`src/logic/gpio_pkg.sv`:
```
// Shared constants, modes and carrier structs for the port pin control block
package gpio_pkg;

  // Operating mode of the device, driven by mode logic outside this block
  typedef enum logic [1:0] {
    MODE_SINGLE,
    MODE_EXPANDED,
    MODE_PERIPH
  } op_mode_t;

  // Register byte offsets, one aligned word each
  localparam logic [7:0] OFS_PORTA_DATA = 8'h00;
  localparam logic [7:0] OFS_PORTA_DIR  = 8'h04;
  localparam logic [7:0] OFS_PORTB_DATA = 8'h08;
  localparam logic [7:0] OFS_PORTB_DIR  = 8'h0C;
  localparam logic [7:0] OFS_PORTE_DATA = 8'h10;
  localparam logic [7:0] OFS_PORTE_DIR  = 8'h14;
  localparam logic [7:0] OFS_PORTE_FUNC = 8'h18;
  localparam logic [7:0] OFS_PULLUP     = 8'h1C;
  localparam logic [7:0] OFS_RDRIVE     = 8'h20;
  localparam logic [7:0] OFS_PORTG_DATA = 8'h24;
  localparam logic [7:0] OFS_PORTG_DIR  = 8'h28;
  localparam logic [7:0] OFS_PORTH_DATA = 8'h2C;
  localparam logic [7:0] OFS_PORTH_DIR  = 8'h30;
  localparam logic [7:0] OFS_PORTG_FLAG = 8'h34;
  localparam logic [7:0] OFS_PORTG_IEN  = 8'h38;
  localparam logic [7:0] OFS_PORTH_FLAG = 8'h3C;
  localparam logic [7:0] OFS_PORTH_IEN  = 8'h40;
  localparam logic [7:0] OFS_CAN_DATA   = 8'h44;
  localparam logic [7:0] OFS_AD0_DATA   = 8'h48;
  localparam logic [7:0] OFS_AD1_DATA   = 8'h4C;

  // Bit positions shared by the pull-up and reduced-drive registers
  localparam int BIT_A = 0;
  localparam int BIT_B = 1;
  localparam int BIT_E = 4;
  localparam int BIT_G = 5;
  localparam int BIT_H = 6;

  // CAN port bit positions
  localparam int CAN_RX_BIT = 0;
  localparam int CAN_TX_BIT = 1;

  // Reset values
  localparam logic [7:0] DIR_RST   = 8'h00;
  localparam logic [7:0] OUT_RST   = 8'h00;
  localparam logic [7:0] PULL_RST  = 8'h00;
  localparam logic [7:0] RDRV_RST  = 8'h00;
  localparam logic [7:0] FUNC_RST  = 8'h00;
  localparam logic [7:0] FLAG_RST  = 8'h00;
  localparam logic [7:0] IEN_RST   = 8'h00;
  localparam logic [7:0] PREV_RST  = 8'hFF;

  // Port masks
  localparam logic [7:0] ALL_MASK    = 8'hFF;
  localparam logic [7:0] PE_DIR_MASK = 8'hFC;
  localparam logic [7:0] PE_PU_MASK  = 8'h8F;

  // Per-port pad control
  typedef struct packed {
    logic [7:0] out;
    logic [7:0] oe;
    logic [7:0] pull_up;
    logic [7:0] pull_down;
  } pin_ctl_t;

  // Classic Wishbone request from the master
  typedef struct packed {
    logic        cyc;
    logic        stb;
    logic        we;
    logic [7:0]  adr;
    logic [3:0]  sel;
    logic [31:0] dat;
  } wb_req_t;

  // Reduced-drive outputs per port
  typedef struct packed {
    logic a;
    logic b;
    logic e;
    logic g;
    logic h;
  } low_drive_t;

endpackage

```
`src/logic/key_wake.sv`:
```
// Key wake-up edge detector with sticky flags and interrupt enables
`timescale 1ns/1ps
module key_wake (
  // Clock and reset
  input  wire logic       clk_i,
  input  wire logic       rst_i,
  input  wire logic       ce_i,
  // Register writes
  input  wire logic       wr_flag_i,
  input  wire logic       wr_ien_i,
  input  wire logic [7:0] wdata_i,
  // Pins and status
  input  wire logic [7:0] pin_i,
  output logic [7:0]      flag_o,
  output logic [7:0]      ien_o,
  output logic            irq_o
);

  typedef struct packed {
    logic [7:0] prev;
    logic [7:0] flag;
    logic [7:0] ien;
  } wake_state_t;

  wake_state_t st_reg;
  wake_state_t st_next;
  logic [7:0]  fall;
  logic [7:0]  clr;

  assign fall = st_reg.prev & ~pin_i;
  assign clr  = wr_flag_i ? wdata_i : 8'h00;

  // Write one clears a flag; a new edge in that cycle wins
  always_comb begin
    st_next      = st_reg;
    st_next.prev = pin_i;
    st_next.flag = (st_reg.flag & ~clr) | fall;
    if (wr_ien_i) begin
      st_next.ien = wdata_i;
    end
  end

  // Previous level resets high, so a pin held low at reset release sets its flag
  always_ff @(posedge clk_i) begin
    if (rst_i) begin
      st_reg <= '{prev: gpio_pkg::PREV_RST, flag: gpio_pkg::FLAG_RST,
                  ien: gpio_pkg::IEN_RST};
    end else if (ce_i) begin
      st_reg <= st_next;
    end
  end

  assign flag_o = st_reg.flag;
  assign ien_o  = st_reg.ien;
  assign irq_o  = |(st_reg.flag & st_reg.ien);

  a_fall_sets_flag: assert property (@(posedge clk_i) disable iff (rst_i)
    (ce_i && fall != 8'h00) |=> (flag_o & $past(fall)) == $past(fall))
    else $error("falling edge did not set flag");
  a_flag_sticky: assert property (@(posedge clk_i) disable iff (rst_i)
    (ce_i && !wr_flag_i) |=> (flag_o & $past(flag_o)) == $past(flag_o))
    else $error("flag dropped without a clear");

endmodule

```
`src/logic/port_cell.sv`:
```
// One 8-bit general-purpose port: output latch, direction and pull control
`timescale 1ns/1ps
module port_cell (
  // Clock and reset
  input  wire logic              clk_i,
  input  wire logic              rst_i,
  input  wire logic              ce_i,
  // Register writes
  input  wire logic              wr_data_i,
  input  wire logic              wr_dir_i,
  input  wire logic [7:0]        wdata_i,
  // Configuration
  input  wire logic [7:0]        dir_mask_i,
  input  wire logic [7:0]        pull_mask_i,
  input  wire logic              gp_en_i,
  input  wire logic              pull_en_i,
  input  wire logic              pull_up_sel_i,
  // Pins and read-back
  input  wire logic [7:0]        pin_i,
  output logic [7:0]             rdata_o,
  output logic [7:0]             dir_o,
  output gpio_pkg::pin_ctl_t     ctl_o
);

  typedef struct packed {
    logic [7:0] out;
    logic [7:0] dir;
  } cell_state_t;

  cell_state_t st_reg;
  cell_state_t st_next;
  logic [7:0]  oe;
  logic [7:0]  pull;

  // Next state: writes touch the latch or direction only
  always_comb begin
    st_next = st_reg;
    if (wr_data_i) begin
      st_next.out = wdata_i;
    end
    if (wr_dir_i) begin
      st_next.dir = wdata_i;
    end
  end

  // State register, frozen while the clock enable is low
  always_ff @(posedge clk_i) begin
    if (rst_i) begin
      st_reg <= '{out: gpio_pkg::OUT_RST, dir: gpio_pkg::DIR_RST};
    end else if (ce_i) begin
      st_reg <= st_next;
    end
  end

  // Pad drive; masked pins never drive
  assign oe   = st_reg.dir & dir_mask_i & {8{gp_en_i}};
  // Loads apply to input pins only
  assign pull = ~oe & pull_mask_i & {8{pull_en_i & gp_en_i}};
  assign ctl_o.out       = st_reg.out;
  assign ctl_o.oe        = oe;
  assign ctl_o.pull_up   = pull & {8{pull_up_sel_i}};
  assign ctl_o.pull_down = pull & ~{8{pull_up_sel_i}};
  assign dir_o   = st_reg.dir;
  // Inputs show the pin, outputs the latch
  assign rdata_o = (pin_i & ~oe) | (st_reg.out & oe);

  a_reset_all_inputs: assert property (@(posedge clk_i) rst_i |=> ctl_o.oe == 8'h00)
    else $error("pins not inputs after reset");
  a_write_latch: assert property (@(posedge clk_i) disable iff (rst_i)
    (ce_i && wr_data_i) |=> ctl_o.out == $past(wdata_i))
    else $error("output latch missed a write");

endmodule

```
`src/logic/port_pin_control.sv`:
```
// Port data, direction, pull and wake-up registers behind a Wishbone slave
`timescale 1ns/1ps
module port_pin_control (
  // Clock, reset, enable
  input  wire logic                clk_i,
  input  wire logic                rst_i,
  input  wire logic                ce_i,
  // Wishbone slave
  input  wire gpio_pkg::wb_req_t   wb_i,
  output logic [31:0]              wb_dat_o,
  output logic                     wb_ack_o,
  // Mode inputs
  input  wire gpio_pkg::op_mode_t  mode_i,
  input  wire logic                external_porte_emulation_i,
  input  wire logic                converter0_power_up_i,
  input  wire logic                converter1_power_up_i,
  // Port A, B, E pins
  input  wire logic [7:0]          porta_pin_i,
  output gpio_pkg::pin_ctl_t       porta_ctl_o,
  input  wire logic [7:0]          portb_pin_i,
  output gpio_pkg::pin_ctl_t       portb_ctl_o,
  input  wire logic [7:0]          porte_pin_i,
  output gpio_pkg::pin_ctl_t       porte_ctl_o,
  // Port G, H pins
  input  wire logic [7:0]          portg_pin_i,
  input  wire logic                portg_load_select_pin_i,
  output gpio_pkg::pin_ctl_t       portg_ctl_o,
  input  wire logic [7:0]          porth_pin_i,
  input  wire logic                porth_load_select_pin_i,
  output gpio_pkg::pin_ctl_t       porth_ctl_o,
  // CAN pins and controller side
  input  wire logic                can_receive_pin_i,
  output logic                     can_transmit_pin_o,
  input  wire logic                can_ctrl_tx_i,
  output logic                     can_ctrl_rx_o,
  // Analog input ports
  input  wire logic [7:0]          ad0_pin_i,
  input  wire logic [7:0]          ad1_pin_i,
  // Drive level and wake-up interrupt
  output gpio_pkg::low_drive_t     low_drive_o,
  output logic                     wake_irq_o
);

  typedef struct packed {
    logic        ack;
    logic [31:0] rdata;
    logic [7:0]  pullup_control_reg;
    logic [7:0]  reduced_drive_reg;
    logic        rdrv_written;
    logic [7:0]  porte_function_select;
    logic        can_tx;
    logic        can_rx;
  } ctl_state_t;

  ctl_state_t st_reg;
  ctl_state_t st_next;

  // Bus strobes
  logic       req;
  logic       wr;
  logic       map_ab;
  logic       map_e;
  logic       map_rdrv;
  logic       hit;
  logic [7:0] rd_byte;
  logic [7:0] wd;

  // Read-back and control from the port cells
  logic [7:0] a_rd, a_dir, b_rd, b_dir, e_rd, e_dir;
  logic [7:0] g_rd, g_dir, h_rd, h_dir;
  logic [7:0] g_flag, g_ien, h_flag, h_ien;
  logic       g_irq, h_irq;
  logic [7:0] pe_mask;

  // Write strobes per register
  logic wr_a_d, wr_a_r, wr_b_d, wr_b_r, wr_e_d, wr_e_r;
  logic wr_g_d, wr_g_r, wr_h_d, wr_h_r;
  logic wr_g_f, wr_g_i, wr_h_f, wr_h_i;

  // One request per cycle; ack blocks a second take
  assign req = wb_i.cyc & wb_i.stb & ~st_reg.ack;
  assign wr  = req & wb_i.we & wb_i.sel[0];
  assign wd  = wb_i.dat[7:0];

  // Address map depends on operating mode
  assign map_ab   = (mode_i == gpio_pkg::MODE_SINGLE);
  assign map_e    = (mode_i == gpio_pkg::MODE_SINGLE) ||
                    (mode_i == gpio_pkg::MODE_EXPANDED &&
                     !external_porte_emulation_i);
  assign map_rdrv = (mode_i != gpio_pkg::MODE_PERIPH);

  // Decoded writes, ignored while the register is out of the map
  assign wr_a_d = wr & map_ab & (wb_i.adr == gpio_pkg::OFS_PORTA_DATA);
  assign wr_a_r = wr & map_ab & (wb_i.adr == gpio_pkg::OFS_PORTA_DIR);
  assign wr_b_d = wr & map_ab & (wb_i.adr == gpio_pkg::OFS_PORTB_DATA);
  assign wr_b_r = wr & map_ab & (wb_i.adr == gpio_pkg::OFS_PORTB_DIR);
  assign wr_e_d = wr & map_e & (wb_i.adr == gpio_pkg::OFS_PORTE_DATA);
  assign wr_e_r = wr & map_e & (wb_i.adr == gpio_pkg::OFS_PORTE_DIR);
  assign wr_g_d = wr & (wb_i.adr == gpio_pkg::OFS_PORTG_DATA);
  assign wr_g_r = wr & (wb_i.adr == gpio_pkg::OFS_PORTG_DIR);
  assign wr_h_d = wr & (wb_i.adr == gpio_pkg::OFS_PORTH_DATA);
  assign wr_h_r = wr & (wb_i.adr == gpio_pkg::OFS_PORTH_DIR);
  assign wr_g_f = wr & (wb_i.adr == gpio_pkg::OFS_PORTG_FLAG);
  assign wr_g_i = wr & (wb_i.adr == gpio_pkg::OFS_PORTG_IEN);
  assign wr_h_f = wr & (wb_i.adr == gpio_pkg::OFS_PORTH_FLAG);
  assign wr_h_i = wr & (wb_i.adr == gpio_pkg::OFS_PORTH_IEN);

  // Function select wins over direction; PE1:0 never drive
  assign pe_mask = gpio_pkg::PE_DIR_MASK & ~st_reg.porte_function_select;

  // Port A and B: general I/O and pulls only in single chip
  port_cell u_porta (
    .clk_i         (clk_i),
    .rst_i         (rst_i),
    .ce_i          (ce_i),
    .wr_data_i     (wr_a_d),
    .wr_dir_i      (wr_a_r),
    .wdata_i       (wd),
    .dir_mask_i    (gpio_pkg::ALL_MASK),
    .pull_mask_i   (gpio_pkg::ALL_MASK),
    .gp_en_i       (map_ab),
    .pull_en_i     (st_reg.pullup_control_reg[gpio_pkg::BIT_A]),
    .pull_up_sel_i (1'b1),
    .pin_i         (porta_pin_i),
    .rdata_o       (a_rd),
    .dir_o         (a_dir),
    .ctl_o         (porta_ctl_o)
  );

  port_cell u_portb (
    .clk_i         (clk_i),
    .rst_i         (rst_i),
    .ce_i          (ce_i),
    .wr_data_i     (wr_b_d),
    .wr_dir_i      (wr_b_r),
    .wdata_i       (wd),
    .dir_mask_i    (gpio_pkg::ALL_MASK),
    .pull_mask_i   (gpio_pkg::ALL_MASK),
    .gp_en_i       (map_ab),
    .pull_en_i     (st_reg.pullup_control_reg[gpio_pkg::BIT_B]),
    .pull_up_sel_i (1'b1),
    .pin_i         (portb_pin_i),
    .rdata_o       (b_rd),
    .dir_o         (b_dir),
    .ctl_o         (portb_ctl_o)
  );

  // Port E: pulls on PE7 and PE3:0 only
  port_cell u_porte (
    .clk_i         (clk_i),
    .rst_i         (rst_i),
    .ce_i          (ce_i),
    .wr_data_i     (wr_e_d),
    .wr_dir_i      (wr_e_r),
    .wdata_i       (wd),
    .dir_mask_i    (pe_mask),
    .pull_mask_i   (gpio_pkg::PE_PU_MASK),
    .gp_en_i       (map_e),
    .pull_en_i     (st_reg.pullup_control_reg[gpio_pkg::BIT_E]),
    .pull_up_sel_i (1'b1),
    .pin_i         (porte_pin_i),
    .rdata_o       (e_rd),
    .dir_o         (e_dir),
    .ctl_o         (porte_ctl_o)
  );

  // Port G and H: load type follows the select pin
  port_cell u_portg (
    .clk_i         (clk_i),
    .rst_i         (rst_i),
    .ce_i          (ce_i),
    .wr_data_i     (wr_g_d),
    .wr_dir_i      (wr_g_r),
    .wdata_i       (wd),
    .dir_mask_i    (gpio_pkg::ALL_MASK),
    .pull_mask_i   (gpio_pkg::ALL_MASK),
    .gp_en_i       (1'b1),
    .pull_en_i     (st_reg.pullup_control_reg[gpio_pkg::BIT_G]),
    .pull_up_sel_i (portg_load_select_pin_i),
    .pin_i         (portg_pin_i),
    .rdata_o       (g_rd),
    .dir_o         (g_dir),
    .ctl_o         (portg_ctl_o)
  );

  port_cell u_porth (
    .clk_i         (clk_i),
    .rst_i         (rst_i),
    .ce_i          (ce_i),
    .wr_data_i     (wr_h_d),
    .wr_dir_i      (wr_h_r),
    .wdata_i       (wd),
    .dir_mask_i    (gpio_pkg::ALL_MASK),
    .pull_mask_i   (gpio_pkg::ALL_MASK),
    .gp_en_i       (1'b1),
    .pull_en_i     (st_reg.pullup_control_reg[gpio_pkg::BIT_H]),
    .pull_up_sel_i (porth_load_select_pin_i),
    .pin_i         (porth_pin_i),
    .rdata_o       (h_rd),
    .dir_o         (h_dir),
    .ctl_o         (porth_ctl_o)
  );

  // Wake-up sees the pin in either direction
  key_wake u_wake_g (
    .clk_i     (clk_i),
    .rst_i     (rst_i),
    .ce_i      (ce_i),
    .wr_flag_i (wr_g_f),
    .wr_ien_i  (wr_g_i),
    .wdata_i   (wd),
    .pin_i     (portg_pin_i),
    .flag_o    (g_flag),
    .ien_o     (g_ien),
    .irq_o     (g_irq)
  );

  key_wake u_wake_h (
    .clk_i     (clk_i),
    .rst_i     (rst_i),
    .ce_i      (ce_i),
    .wr_flag_i (wr_h_f),
    .wr_ien_i  (wr_h_i),
    .wdata_i   (wd),
    .pin_i     (porth_pin_i),
    .flag_o    (h_flag),
    .ien_o     (h_ien),
    .irq_o     (h_irq)
  );

  assign wake_irq_o = g_irq | h_irq;

  // Read mux; unmapped addresses answer zero
  always_comb begin
    rd_byte = 8'h00;
    hit     = 1'b1;
    unique case (wb_i.adr)
      gpio_pkg::OFS_PORTA_DATA: rd_byte = map_ab ? a_rd : 8'h00;
      gpio_pkg::OFS_PORTA_DIR:  rd_byte = map_ab ? a_dir : 8'h00;
      gpio_pkg::OFS_PORTB_DATA: rd_byte = map_ab ? b_rd : 8'h00;
      gpio_pkg::OFS_PORTB_DIR:  rd_byte = map_ab ? b_dir : 8'h00;
      gpio_pkg::OFS_PORTE_DATA: rd_byte = map_e ? e_rd : 8'h00;
      gpio_pkg::OFS_PORTE_DIR:  rd_byte = map_e ? e_dir : 8'h00;
      gpio_pkg::OFS_PORTE_FUNC: rd_byte = st_reg.porte_function_select;
      gpio_pkg::OFS_PULLUP:     rd_byte = st_reg.pullup_control_reg;
      gpio_pkg::OFS_RDRIVE:     rd_byte = map_rdrv ? st_reg.reduced_drive_reg : 8'h00;
      gpio_pkg::OFS_PORTG_DATA: rd_byte = g_rd;
      gpio_pkg::OFS_PORTG_DIR:  rd_byte = g_dir;
      gpio_pkg::OFS_PORTH_DATA: rd_byte = h_rd;
      gpio_pkg::OFS_PORTH_DIR:  rd_byte = h_dir;
      gpio_pkg::OFS_PORTG_FLAG: rd_byte = g_flag;
      gpio_pkg::OFS_PORTG_IEN:  rd_byte = g_ien;
      gpio_pkg::OFS_PORTH_FLAG: rd_byte = h_flag;
      gpio_pkg::OFS_PORTH_IEN:  rd_byte = h_ien;
      // Lower two CAN pins belong to the CAN controller; upper six read zero
      gpio_pkg::OFS_CAN_DATA: begin
        rd_byte[gpio_pkg::CAN_RX_BIT] = st_reg.can_rx;
        rd_byte[gpio_pkg::CAN_TX_BIT] = st_reg.can_tx;
      end
      // Converter owns the pins once powered
      gpio_pkg::OFS_AD0_DATA:   rd_byte = converter0_power_up_i ? 8'h00 : ad0_pin_i;
      gpio_pkg::OFS_AD1_DATA:   rd_byte = converter1_power_up_i ? 8'h00 : ad1_pin_i;
      default:                  hit = 1'b0;
    endcase
  end

  // Control registers and bus answer
  always_comb begin
    st_next        = st_reg;
    st_next.ack    = req;
    st_next.rdata  = (req && !wb_i.we && hit) ? {24'h000000, rd_byte} : 32'h00000000;
    st_next.can_tx = can_ctrl_tx_i;
    st_next.can_rx = can_receive_pin_i;
    if (wr && wb_i.adr == gpio_pkg::OFS_PORTE_FUNC) begin
      st_next.porte_function_select = wd;
    end
    if (wr && wb_i.adr == gpio_pkg::OFS_PULLUP) begin
      st_next.pullup_control_reg = wd;
    end
    // Later writes are dropped to guard drive settings
    if (wr && map_rdrv && !st_reg.rdrv_written && wb_i.adr == gpio_pkg::OFS_RDRIVE) begin
      st_next.reduced_drive_reg = wd;
      st_next.rdrv_written      = 1'b1;
    end
  end

  // State register
  always_ff @(posedge clk_i) begin
    if (rst_i) begin
      st_reg <= '{ack: 1'b0, rdata: 32'h00000000,
                  pullup_control_reg: gpio_pkg::PULL_RST,
                  reduced_drive_reg: gpio_pkg::RDRV_RST, rdrv_written: 1'b0,
                  porte_function_select: gpio_pkg::FUNC_RST,
                  can_tx: 1'b1, can_rx: 1'b1};
    end else if (ce_i) begin
      st_reg <= st_next;
    end
  end

  assign wb_ack_o           = st_reg.ack;
  assign wb_dat_o           = st_reg.rdata;
  assign can_transmit_pin_o = st_reg.can_tx;
  assign can_ctrl_rx_o      = st_reg.can_rx;
  // Whole-port drive reduction
  assign low_drive_o.a = st_reg.reduced_drive_reg[gpio_pkg::BIT_A];
  assign low_drive_o.b = st_reg.reduced_drive_reg[gpio_pkg::BIT_B];
  assign low_drive_o.e = st_reg.reduced_drive_reg[gpio_pkg::BIT_E];
  assign low_drive_o.g = st_reg.reduced_drive_reg[gpio_pkg::BIT_G];
  assign low_drive_o.h = st_reg.reduced_drive_reg[gpio_pkg::BIT_H];

  a_ack_then_drop: assert property (@(posedge clk_i) disable iff (rst_i)
    (ce_i && req) |=> wb_ack_o ##1 (!wb_ack_o || !$past(ce_i)))
    else $error("ack not a single cycle pulse");
  a_rdrv_write_once: assert property (@(posedge clk_i) disable iff (rst_i)
    st_reg.rdrv_written |=> $stable(st_reg.reduced_drive_reg))
    else $error("reduced drive changed after first write");
  a_ab_no_drive: assert property (@(posedge clk_i) disable iff (rst_i)
    (mode_i != gpio_pkg::MODE_SINGLE) |-> (porta_ctl_o.oe | portb_ctl_o.oe) == 8'h00)
    else $error("port A or B drives outside single chip");
  a_pe_low_input: assert property (@(posedge clk_i) disable iff (rst_i)
    porte_ctl_o.oe[1:0] == 2'b00 && porte_ctl_o.pull_up[6:4] == 3'b000)
    else $error("port E low pins drive or bad pull");
  a_can_tx_follow: assert property (@(posedge clk_i) disable iff (rst_i)
    ce_i |=> can_transmit_pin_o == $past(can_ctrl_tx_i))
    else $error("CAN transmit pin lost controller level");
  a_e_unmapped: assert property (@(posedge clk_i) disable iff (rst_i)
    (ce_i && req && !wb_i.we && !map_e && wb_i.adr == gpio_pkg::OFS_PORTE_DATA)
    |=> wb_dat_o == 32'h00000000)
    else $error("port E readable while unmapped");

endmodule
```
`config.mk`:
```
export PLATFORM = sky130hd
export DESIGN_NAME = port_pin_control
export DESIGN_NICKNAME = d
export VERILOG_FILES = /design/src/logic/gpio_pkg.sv /design/src/logic/key_wake.sv /design/src/logic/port_cell.sv /design/src/logic/port_pin_control.sv
export SDC_FILE = /design/constraint.sdc
export NUM_CORES = 1
export LEC_CHECK = 0
export ABC_AREA = 0
export ABC_CLOCK_PERIOD_IN_PS = 2100
export BUFFER_PORTS_ARGS = -buffer_cell sky130_fd_sc_hd__buf_2
export CAP_MARGIN = 20
export CORE_MARGIN = 4
export CORE_UTILIZATION = 46
export CTS_CLUSTER_SIZE = 20
export DETAILED_ROUTE_END_ITERATION = 10
export PLACE_DENSITY = 0.7
export SLEW_MARGIN = 25
export SYNTH_ARGS = -nofsm -noshare
export SYNTH_HDL_FRONTEND = slang
export SYNTH_SLANG_ARGS = --single-unit
```
`constraint.sdc`:
```
create_clock -name clk_i -period 2.1 [get_ports clk_i]
set_input_delay 0.21 -clock clk_i [delete_from_list [all_inputs] [get_ports clk_i]]
set_output_delay 0.21 -clock clk_i [all_outputs]
set_load 0.03 [all_outputs]
```
## After elaboration in Yosys (flattened, before gate mapping)

Index checks and enable logic that the tools add are counted.

- Register bits: 188
- Bits of input ports: 115
- Output and inout port bits: 201

- Equality and inequality tests: 21
- Multiplexer cells: 15
- Bitwise gates (word level): 73
- Reduce and logical (&&, ||, !) cells: 32

Operators with widths:

| cell | count |
|---|---|
| AND 8 bit | 29 |
| one-hot mux 6 bit (19 select lines) | 1 |
| 2-to-1 mux 8 bit | 12 |
| inverter 8 bit | 12 |
| == test 8 x 6 -> 1 bit (second input constant) | 8 |
| bitwise OR 8 bit | 7 |
| one-hot mux 2 bit (20 select lines) | 1 |
| == test 8 x 5 -> 1 bit (second input constant) | 4 |
| == test 8 x 7 -> 1 bit (second input constant) | 4 |
| AND reduction 2 bit | 15 |
| AND 1 bit | 23 |
| OR reduction 20 bit | 1 |
| == test 8 x 4 -> 1 bit (second input constant) | 2 |
| OR reduction 8 bit | 2 |
| == test 8 x 3 -> 1 bit (second input constant) | 1 |
| logical AND 1 bit | 8 |
| logical NOT 8 bit | 1 |
| logical NOT 1 bit | 3 |
| == test 2 x 1 -> 1 bit (second input constant) | 1 |
| logical NOT 2 bit | 1 |
| inequality test 2 bit (second input constant) | 1 |
| logical OR 1 bit | 1 |
| 2-to-1 mux 1 bit | 1 |
| inverter 1 bit | 1 |
| bitwise OR 1 bit | 1 |

## Logic depth before layout (Yosys ltp)

Gate-level depths: netlist (run 1).

- Depth after elaboration: 10
- Mapped depth: 8
- Depth with buffers taken out: 5

## By module

From an unflattened synthesis (run 1), not the netlist that was laid out.

- Cells, all modules: 1240
- Area total of the unflattened synthesis: 11307.1 µm²

By module, submodules not included:

| module | instances | cells an instance | area each (µm²) | seq. area each (µm²) |
|---|---|---|---|---|
| port_cell | 5 | 117 | 1116.1 | 320.3 |
| port_pin_control | 1 | 399 | 3281.9 | 720.7 |
| key_wake | 2 | 128 | 1222.4 | 480.5 |

## Worst setup path after synthesis (run 1)

Ideal clock, no wire load.

- Kind: input to register
- From: input port mode_i[0]
- To: register st_reg (netlist bit wb_dat_o[7])
- Arrival: 2.045 ns
- Slack: -0.082 ns
- Stages: 6
- Path buffers: 1
- Cells stage by stage: clkbuf_1 nor3b_1 mux2i_1 o311ai_0 a2111oi_0 a22oi_1

RTL lines:

| what | RTL line | source |
|---|---|---|
| start: declaration | port_pin_control.sv:13 | `input wire gpio_pkg::op_mode_t mode_i,` |
| end signal: assignment | port_pin_control.sv:290 | `st_reg <= '{ack: 1'b0, rdata: 32'h00000000,` |
| end signal: assignment | port_pin_control.sv:296 | `st_reg <= st_next;` |
| end: declaration | port_pin_control.sv:55 | `ctl_state_t st_reg;` |

## Worst setup path in the final report (run 1)

- From: register st_reg (netlist bit wb_ack_o)
- To: register u_porth.st_reg (netlist bit u_porth.dir_o[4])

- Word-level cells in the longest chain between the ends: 6

RTL lines:

| what | RTL line | source |
|---|---|---|
| inverter 1 bit | port_pin_control.sv:81 | `assign req = wb_i.cyc & wb_i.stb & ~st_reg.ack;` |
| AND 1 bit | port_pin_control.sv:81 |  |
| AND 1 bit (2 in series) | port_pin_control.sv:82 | `assign wr = req & wb_i.we & wb_i.sel[0];` |
| AND 1 bit | port_pin_control.sv:102 | `assign wr_h_r = wr & (wb_i.adr == gpio_pkg::OFS_PORTH_DIR);` |
| AND reduction 2 bit (no line) | n/a |  |
| end signal: assignment | port_cell.sv:49 | `st_reg <= '{out: gpio_pkg::OUT_RST, dir: gpio_pkg::DIR_RST};` |
| end signal: assignment | port_cell.sv:51 | `st_reg <= st_next;` |
| end: declaration | port_cell.sv:30 | `cell_state_t st_reg;` |

Every way passes these cells.
A chain may end at the register's enable or synchronous reset.

==> results.txt, run 1 <==
most frequent cells in the layout: buf_2, nor2_1, dfxtp_1
Setup violations, final: 0
largest net degree at the start of global routing: 62
Initial Util: 0.4663
VDD IR-drop max: 0.5671 mV
Root Driver: clkbuf_16
commonest register cell after synthesis: dfxtp_1
period utilization: 0.9134
M3 GR Usage: 0.05850
Core Rows: 51
EDFF count, synth: 0
die area: 22,040 µm²
Net Sw Frac: 0.2971
clock share of power: 0.440
share of layout cells above drive strength 1: 0.3129
Seq/Total Area, Yosys: 0.3617
DRC viols: 0
Reg2Reg Setup Slack: 0.18 ns
MaxCap Viol Count: 0
commonest non-fill, non-tap cell in the layout: buf_2
CP Capture Type: flop
total congestion overflow: 0
Final #Nets: 1,441
Max clock buf depth: 2
IO Port Bufs: 235
Vias: 9,157
detailed-route wire length: 38,380 µm
Seq cells post-synth: 164
All-Layer GR Usage: 0.3373
H-tree depth: 4
global-route wire length before repair: 55,310 µm
hold slack: 0.01625 ns
asr flop ratio synth: 0
Post-Layout Cell Count: 1,604
Final Max Slew Viols: 0
Post-DP Area: 10,890 µm²
skew final: 0.01030 ns
crit start category: flop
GP Congestion: 0.9736
CP arrival: 2.22 ns
antenna-violating nets left: 0
Max-slew headroom: 0.5311
Top Ports: 316
Worst EP required: 2.40 ns
TritonCTS sink count: 164
Via-to-Cell Ratio: 5.709
post-DP HPWL: 29,260 µm
core outline area: 19,460 µm²
Switch Pwr: 2.113 mW
worst-skew pair later-pin latency: 0.43 ns
Synth cell types: 66
wire per inst: 23.92 µm
initial antenna violation count: 0
Pint: 4.998 mW
Final Hold Vio Count: 0
Mapped Area: 9076 µm²
Hold WC Path Type: in -> reg
max reg flops: 20
M2 GR Usage: 0.5492
Yosys top cell by area: dfxtp_1
number of global-route vias before repair: 8,459
Synth Warn #: 0
leakage: 5.328 nW
TritonRoute pass-1 iters: 6
global-route met1 utilization: 0.4540
busiest grt layer: met2
die width: 148.5 µm
placed cell count: 1,570
status: completed
logic gate share of total power: 0.111
CTS buffer count: 17
Post-Synthesis Cells: 1,067
Area contributors post-synth: dfxtp_1, mux2i_1, nor2_1, buf_4, nand2_1
Least-Margin Pin Slew: 0.7008 ns
DRT iter0 DRCs: 772
Power Density: 619.6 nW/µm²
Syn Area/Cell: 8.506 µm²
fill count: 1,821
achievable frequency: 521.3 MHz
top-area cell type share of the netlist area: 0.3617
CTS tree: yes
# resized after CTS: 0
min cycle time layout: 1.918 ns
unrepaired setup endpoints after global routing: no
final instance area: 11,480 µm²
Die H: 148.5 µm
area grow syn2layout: 26.45%
# diodes: 0
Clk pin slew, worst setup/hold paths: 0.08 ns
CP Max Fanout: 10
CP Class: reg -> reg
post-CTS setup buffers: 0
sequential power share: 0.449
==> synth_stat cells (all sizes together), types with 3 or more instances <==
cell     instances
mux4             3
nor2b           23
a32o             3
and2            13
a21oi           45
a22o             8
or4b             5
o21ai           13
inv              7
o22ai            7
buf            101
clkbuf          43
nand3           27
a211o           19
nor2           218
mux2            26
nand2b           9
a2111oi          4
a211oi           3
nor4b            5
dfxtp          164
nor3            15
a22oi           14
a221oi           7
nand2           84
mux2i          118
nand4            7
a31oi            5
nor4             8
nor3b            4
o211ai           4
a32oi           25
==> metrics by stage <==
step                        util  TNS [ns]  worst slack, ns  total power [mW]
after floorplan                -         0          0.05134             3.785
after global placement    0.5593   -0.7212         -0.07083             4.026
after detailed placement  0.5593    -1.302         -0.08734             4.031
after CTS                 0.5897         0           0.1822             7.103
after global routing      0.5897         0          0.07852             7.282
final                     0.5897         0           0.1819             7.111
==> cells by family after synthesis <==
| family | share of synthesized area |
|---|---|
| buffers and inverters | 0.09402 |
| muxes | 0.1698 |
| other | 0.0004132 |
| and+or+nand+nor | 0.2412 |
| DFF | 0.3617 |
| AOI/OAI and AO/OA | 0.1328 |
==> final timing paths <==
path                                        from                               end  cells after the start
setup / recovery           wb_ack_o$_SDFFE_PP0P_     u_porth.dir_o[4]$_SDFFE_PP0P_                      7
hold reg to reg   u_porte.ctl_o[24]$_SDFFE_PP0P_    u_porte.ctl_o[24]$_SDFFE_PP0P_                      2
hold / removal                    portg_pin_i[6]  u_wake_g.st_reg[22]$_SDFFE_PP1P_                      2
setup reg to reg           wb_ack_o$_SDFFE_PP0P_     u_porth.dir_o[4]$_SDFFE_PP0P_                      7
==> worst max-delay path, stage by stage, from the launching register on <==
cell	delay, ns
dfxtp_1	0.34
nand4b_4	0.25
or2_1	0.27
buf_4	0.23
nor3_4	0.25
buf_12	0.17
mux2i_1	0.21
nor2_1	0.06
==> timing repair <==
action / CTS / global route
endpoints found under the hold margin: 2 / 0
hold buffers: 2 / 0
setup endpoints to repair: 0 / 0
==> power by group through the flow <==
stage          logic, mW  clock network [mW]  registers [mW]
2_1_floorplan      0.531                   0            3.25
3_3_place_gp       0.764                   0            3.26
3_5_place_dp       0.768                   0            3.26
4_1_cts            0.774                3.14            3.19
5_1_grt            0.830                3.26            3.20
6_report           0.791                3.13            3.19
==> per-layer routing <==
metal / part of all wire / vias to the layer above
met2: 0.47 / 494
met3: 0.080 / 82
met5: 0 / -
li1: - / 4169
met1: 0.42 / 4412
met4: 0.034 / 0
==> cell type report <==
class	count	area (µm²)	share of cell area
Multi-Input combinational cell	804	5165	0.4500
Sequential cell	164	3283	0.2861
Timing Repair Buffer	332	2100	0.1829
Clock buffer	18	439.2	0.03826
Tap cell	265	331.6	0.02889
Clock inverter	14	132.6	0.01156
Inverter	7	26.28	0.002289
(Power assumes the default switching activity.)
==> inputs of run 2 (changes only) <==
--- a/config.mk
+++ b/config.mk
@@ -10,10 +10,10 @@
 export BUFFER_PORTS_ARGS = -buffer_cell sky130_fd_sc_hd__buf_2
 export CAP_MARGIN = 20
 export CORE_MARGIN = 4
-export CORE_UTILIZATION = 46
+export CORE_UTILIZATION = 50
 export CTS_CLUSTER_SIZE = 20
 export DETAILED_ROUTE_END_ITERATION = 10
-export PLACE_DENSITY = 0.7
+export PLACE_DENSITY = 0.76
 export SLEW_MARGIN = 25
 export SYNTH_ARGS = -nofsm -noshare
 export SYNTH_HDL_FRONTEND = slang
==> run 2 against run 1 <==
  * Register-to-register slack lost 0.03 ns
  * Core utilization grew 5.3 points
  * Critical path depth shrank 2
  * Clock-buffer cell count is the same
  * Power grew 2.2%
  * Fmax shrank 1.4%
  * Clock power grew 5%
  * Sequential power is essentially flat
  * First-iteration DRC count grew 44%
  * Hold slack gained 0.00096 ns
  * Critical path type unchanged
  * Critical endpoint is now wb_dat_o[3]$_SDFFE_PP0P_
  * Largest power group is now the clock network
==> results.txt, run 2 (synthesized netlist as in run 1, its figures left out) <==
pre-CTS setup slack: -0.2143 ns
Final #Nets: 1,449
cells on worst reg2reg path: 5
Post-DP Area: 10,840 µm²
Hold Path End: u_wake_h.st_reg[23]$_SDFFE_PP1P_
Reg2Reg Setup Slack: 0.15 ns
DRT iter0 DRCs: 1,113
Clk pin slew, worst setup/hold paths: 0.08 ns
Root Driver: clkbuf_16
Final Max Slew Viols: 0
area of the multi-input gates: 5166 µm²
worst r2r src: u_portg.dir_o[3]$_SDFFE_PP0P_
IO Port Bufs: 235
worst-skew pair later-pin latency: 0.44 ns
RR Endpoint: wb_dat_o[3]$_SDFFE_PP0P_
Core Rows: 49
fill count: 1,555
All-Layer GR Usage: 0.3639
post-CTS setup buffers: 0
Max clock buf depth: 2
Hold Path Depth: 2
status: completed
wire per inst: 23.89 µm
CP Capture Type: flop
detailed-route wire length: 37,680 µm
unrepaired setup endpoints after global routing: no
post-DP HPWL: 28,590 µm
TritonRoute pass-1 iters: 6
DRC viols: 0
largest net degree at the start of global routing: 124
initial antenna violation count: 0
CP Max Fanout: 6
Final Hold Vio Count: 0
Initial Util: 0.5070
die area: 20,370 µm²
Setup violations, final: 0
CP arrival: 2.25 ns
Top Ports: 316
crit start category: flop
CTS buffer count: 17
final instance area: 11,500 µm²
TritonCTS sink count: 164
Via-to-Cell Ratio: 5.911
Power Density: 631.9 nW/µm²
skew final: 0.01525 ns
total congestion overflow: 0
Worst Setup Slack, final: 0.1537 ns
Worst EP required: 2.41 ns
Post-Layout Cell Count: 1,577
antenna-violating nets left: 0
core outline area: 17,900 µm²
MaxCap Viol Count: 0
number of global-route vias before repair: 8,849
area grow syn2layout: 26.70%
CP Class: reg -> reg
most frequent cells in the layout: buf_2, nor2_1, dfxtp_1
Least-Margin Pin Slew: 0.6319 ns
VDD IR-drop max: 0.5835 mV
Layout Utilization: 0.6424
die width: 142.7 µm
achievable frequency: 513.8 MHz
placed cell count: 1,541
CTS tree: yes
Hold WC Path Type: in -> reg
min cycle time layout: 1.946 ns
hold_sp: porth_pin_i[7]
Register Area: 3283 µm²
H-tree depth: 4
leakage: 5.370 nW
Vias: 9,321
period utilization: 0.9268
GP Congestion: 0.9814
share of layout cells above drive strength 1: 0.3163
setup TNS: 0 ns
max reg flops: 20
global-route wire length before repair: 55,540 µm
Die H: 142.7 µm
commonest non-fill, non-tap cell in the layout: buf_2
Max-slew headroom: 0.5788
run 2: cell types whose count changed in the layout (fill, tap and decap cells not counted), moves of 3 or more:
cell,delta
inv_6,-3
clkinvlp_4,-3
buf_12,-4
buf_4,+11
clkinv_8,+3
clkinv_4,+3
run 2: per-layer routing:
layer,vias to the layer above,wire [µm],GRT usage
met5,-,0,0
li1,4182,-,-
met4,0,1272,0.1266
met2,591,17580,0.5937
met3,85,3531,0.06062
met1,4463,15290,0.4896
run 2: area by class of cell:
cell class	instances	area share
timing repair buffer	340	0.1837
inverter	7	0.002285
sequential	164	0.2855
multi-input combinational	804	0.4492
clock inverter	14	0.01599
tap	229	0.02492
antenna	1	0.0002176
clock buffer	18	0.03819
run 2: how the worst max path moves through the flow:
| stage | startpoint | endpoint | slack, ns | depth (start not counted) |
|---|---|---|---|---|
| after global placement | wb_i[42] | wb_dat_o[0]$_SDFFE_PP0P_ | -0.18 | 7 |
| after detailed placement | wb_i[42] | wb_dat_o[0]$_SDFFE_PP0P_ | -0.21 | 7 |
| final | u_portg.dir_o[3]$_SDFFE_PP0P_ | wb_dat_o[3]$_SDFFE_PP0P_ | 0.15 | 5 |
| after floorplan | mode_i[0] | wb_dat_o[1]$_SDFFE_PP0P_ | 0.05 | 6 |
| after CTS | u_wake_h.ien_o[3]$_SDFFE_PP0P_ | wake_irq_o | 0.19 | 4 |
| after global routing | wb_ack_o$_SDFFE_PP0P_ | st_reg[24]$_SDFFE_PP0P_ | 0.1 | 7 |
run 2: power breakdown:
group	internal [mW]	switching, mW	leakage [nW]	total, mW
Clock	1.75	1.53	0.304	3.28
Sequential	3.15	0.0388	1.33	3.19
Combinational	0.237	0.552	3.74	0.789
Total	5.14	2.13	5.37	7.27
run 2: timing repair:
item                       in CTS  in global routing
resized for setup               0                  1
setup endpoints to repair       0                  1
hold buffers                    3                  0
hold endpoints to repair        3                  0
run 2: metrics by stage:
stage / hold slack (ns) / total power [mW]
after floorplan: 0.3324 / 3.785
after global placement: 0.4177 / 4.018
after detailed placement: 0.4256 / 4.025
after CTS: 0.007742 / 7.246
after global routing: 0.02984 / 7.460
final: 0.01720 / 7.267
run 2: critical path, cell delays in order (launching register included):
cell and delay, ns:
dfxtp_1 0.49, mux2_2 0.38, a32oi_1 0.37, o22ai_1 0.13, a211oi_1 0.32, a22oi_1 0.12
==> inputs of run 3 (changes only) <==
--- a/config.mk
+++ b/config.mk
@@ -13,7 +13,7 @@
 export CORE_UTILIZATION = 50
 export CTS_CLUSTER_SIZE = 20
 export DETAILED_ROUTE_END_ITERATION = 10
-export PLACE_DENSITY = 0.76
+export PLACE_DENSITY = 0.8
 export SLEW_MARGIN = 25
 export SYNTH_ARGS = -nofsm -noshare
 export SYNTH_HDL_FRONTEND = slang
==> run 3 against run 2 <==
  * Wire length is 1.9% lower
  * Clock-buffer cell count stayed put
  * Critical path depth is 2 higher
  * Largest power group is now registers
  * Critical path type unchanged
  * Register-to-register slack hardly changed
  * Hold slack worse by 0.012 ns
  * Die area stayed put
==> results.txt, run 3 (synthesized netlist as in run 1, its figures left out) <==
status: completed
Max clock buf depth: 2
core outline area: 17,900 µm²
TritonCTS sink count: 164
Hold Path End: u_wake_g.st_reg[22]$_SDFFE_PP1P_
most frequent cells in the layout: buf_2, nor2_1, dfxtp_1
Reg2Reg Setup Slack: 0.15 ns
# diodes: 0
RR Endpoint: u_porth.dir_o[2]$_SDFFE_PP0P_
Max-slew headroom: 0.5931
CP cell instances: nand4b_4, or2_1, buf_4, nor3_4, buf_4, mux2i_1, nor2_1
post-cts hold buffer count: 2
CP Max Fanout: 10
Setup violations, final: 0
skew final: 0.009611 ns
IO Port Bufs: 235
Die H: 142.7 µm
TritonRoute pass-1 iters: 6
achievable frequency: 512.5 MHz
Root Driver: clkbuf_16
wire per inst: 23.62 µm
hold_sp: portg_pin_i[6]
Hold Path Depth: 2
Final Max Slew Viols: 0
Worst Setup Slack, final: 0.1488 ns
largest net degree at the start of global routing: 112
# resized after CTS: 0
VDD IR-drop max: 0.5938 mV
Via-to-Cell Ratio: 5.879
DRT iter0 DRCs: 993
Hold WC Path Type: in -> reg
detailed-route wire length: 36,960 µm
H-tree depth: 4
crit-path most repeated cell: buf_4
commonest non-fill, non-tap cell in the layout: buf_2
Final Hold Vio Count: 0
area of the multi-input gates: 5165 µm²
Core Rows: 49
Post-Layout Cell Count: 1,565
leakage: 5.300 nW
DRC viols: 0
total congestion overflow: 0
number of global-route vias before repair: 8,477
Final #Nets: 1,440
CP max stage delay: 0.33 ns
Power Density: 621.7 nW/µm²
Initial Util: 0.5070
global-route wire length before repair: 53,090 µm
Crit-path slowest cell: dfxtp_1
crit start category: flop
unrepaired setup endpoints after global routing: no
CP Capture Type: flop
CTS buffer count: 17
CP arrival: 2.25 ns
CP Class: reg -> reg
die width: 142.7 µm
Clk pin slew, worst setup/hold paths: 0.07 ns
post-DP HPWL: 28,110 µm
fill count: 1,591
worst r2r src: wb_ack_o$_SDFFE_PP0P_
antenna-violating nets left: 0
All-Layer GR Usage: 0.3501
setup TNS: 0 ns
period utilization: 0.9291
max reg flops: 20
initial antenna violation count: 0
Worst EP required: 2.40 ns
die area: 20,370 µm²
Least-Margin Pin Slew: 0.6104 ns
Vias: 9,200
min cycle time layout: 1.951 ns
area grow syn2layout: 24.95%
GP Congestion: 1.008
Top Ports: 316
worst-skew pair later-pin latency: 0.44 ns
CTS tree: yes
pre-CTS setup slack: 0.01921 ns
MaxCap Viol Count: 0
Register Area: 3283 µm²
share of layout cells above drive strength 1: 0.3114
post-CTS setup buffers: 0
placed cell count: 1,533
cells on worst reg2reg path: 7
==> run 3: changes by cell type in the layout (fill, tap and decap cells not counted), moves of 2 or more <==
cell | before | now
buf_4 | 92 | 86
buf_12 | 11 | 9
inv_8 | 4 | 1
inv_6 | 2 | 4
clkinv_8 | 4 | 0
==> run 3: power breakdown <==
group | internal [mW] | switching (mW)
sequential | 3.16 | 0.0393
clock | 1.68 | 1.39
combinational | 0.232 | 0.551
==> run 3: metrics by stage <==
stage | power, mW | utilization | instance area, µm² | hold slack [ns]
6_report | 7.051 | 0.6335 | 11340 | 0.005029
4_1_cts | 7.035 | 0.6335 | 11340 | 0.003083
3_5_place_dp | 4.019 | 0.6009 | 10760 | 0.4236
3_3_place_gp | 4.014 | 0.6009 | 10760 | 0.4167
5_1_grt | 7.221 | 0.6335 | 11340 | 0.01769
2_1_floorplan | 3.785 | - | 9286 | 0.3324
==> run 3: worst max-delay path by stage <==
stage | to | start | cells past startpoint | slack [ns]
final | u_porth.dir_o[2]$_SDFFE_PP0P_ | wb_ack_o$_SDFFE_PP0P_ | 7 | 0.15
after floorplan | wb_dat_o[1]$_SDFFE_PP0P_ | mode_i[0] | 6 | 0.05
after detailed placement | wb_dat_o[5]$_SDFFE_PP0P_ | wb_i[43] | 7 | 0.02
after global routing | u_porth.dir_o[2]$_SDFFE_PP0P_ | wb_ack_o$_SDFFE_PP0P_ | 7 | 0.09
after CTS | u_porth.dir_o[2]$_SDFFE_PP0P_ | wb_ack_o$_SDFFE_PP0P_ | 7 | 0.17
after global placement | wb_dat_o[0]$_SDFFE_PP0P_ | wb_i[43] | 7 | -0.002
==> run 3: layout make-up <==
class | instances | share of cell area
repair buffers | 331 | 0.1778
flip-flops and latches | 164 | 0.2895
well taps | 229 | 0.02526
inverters | 7 | 0.002317
clock buffers | 18 | 0.03872
multi-input cells | 804 | 0.4554
clock inverters | 12 | 0.01092
==> run 3: critical path, delay by kind of cell, from the launching register on <==
kind | cells | cell delay [ns]
buf+inv | 2 | 0.45
flops | 1 | 0.33
mux | 1 | 0.25
simple gates | 4 | 0.78
==> run 3: metal layers <==
layer / GRT usage / part of all wire / vias up
met3: 0.05928 / 0.094 / 66
met2: 0.5742 / 0.47 / 570
met5: 0 / 0 / -
li1: - / - / 4151
met1: 0.4708 / 0.41 / 4413
met4: 0.1146 / 0.027 / 0
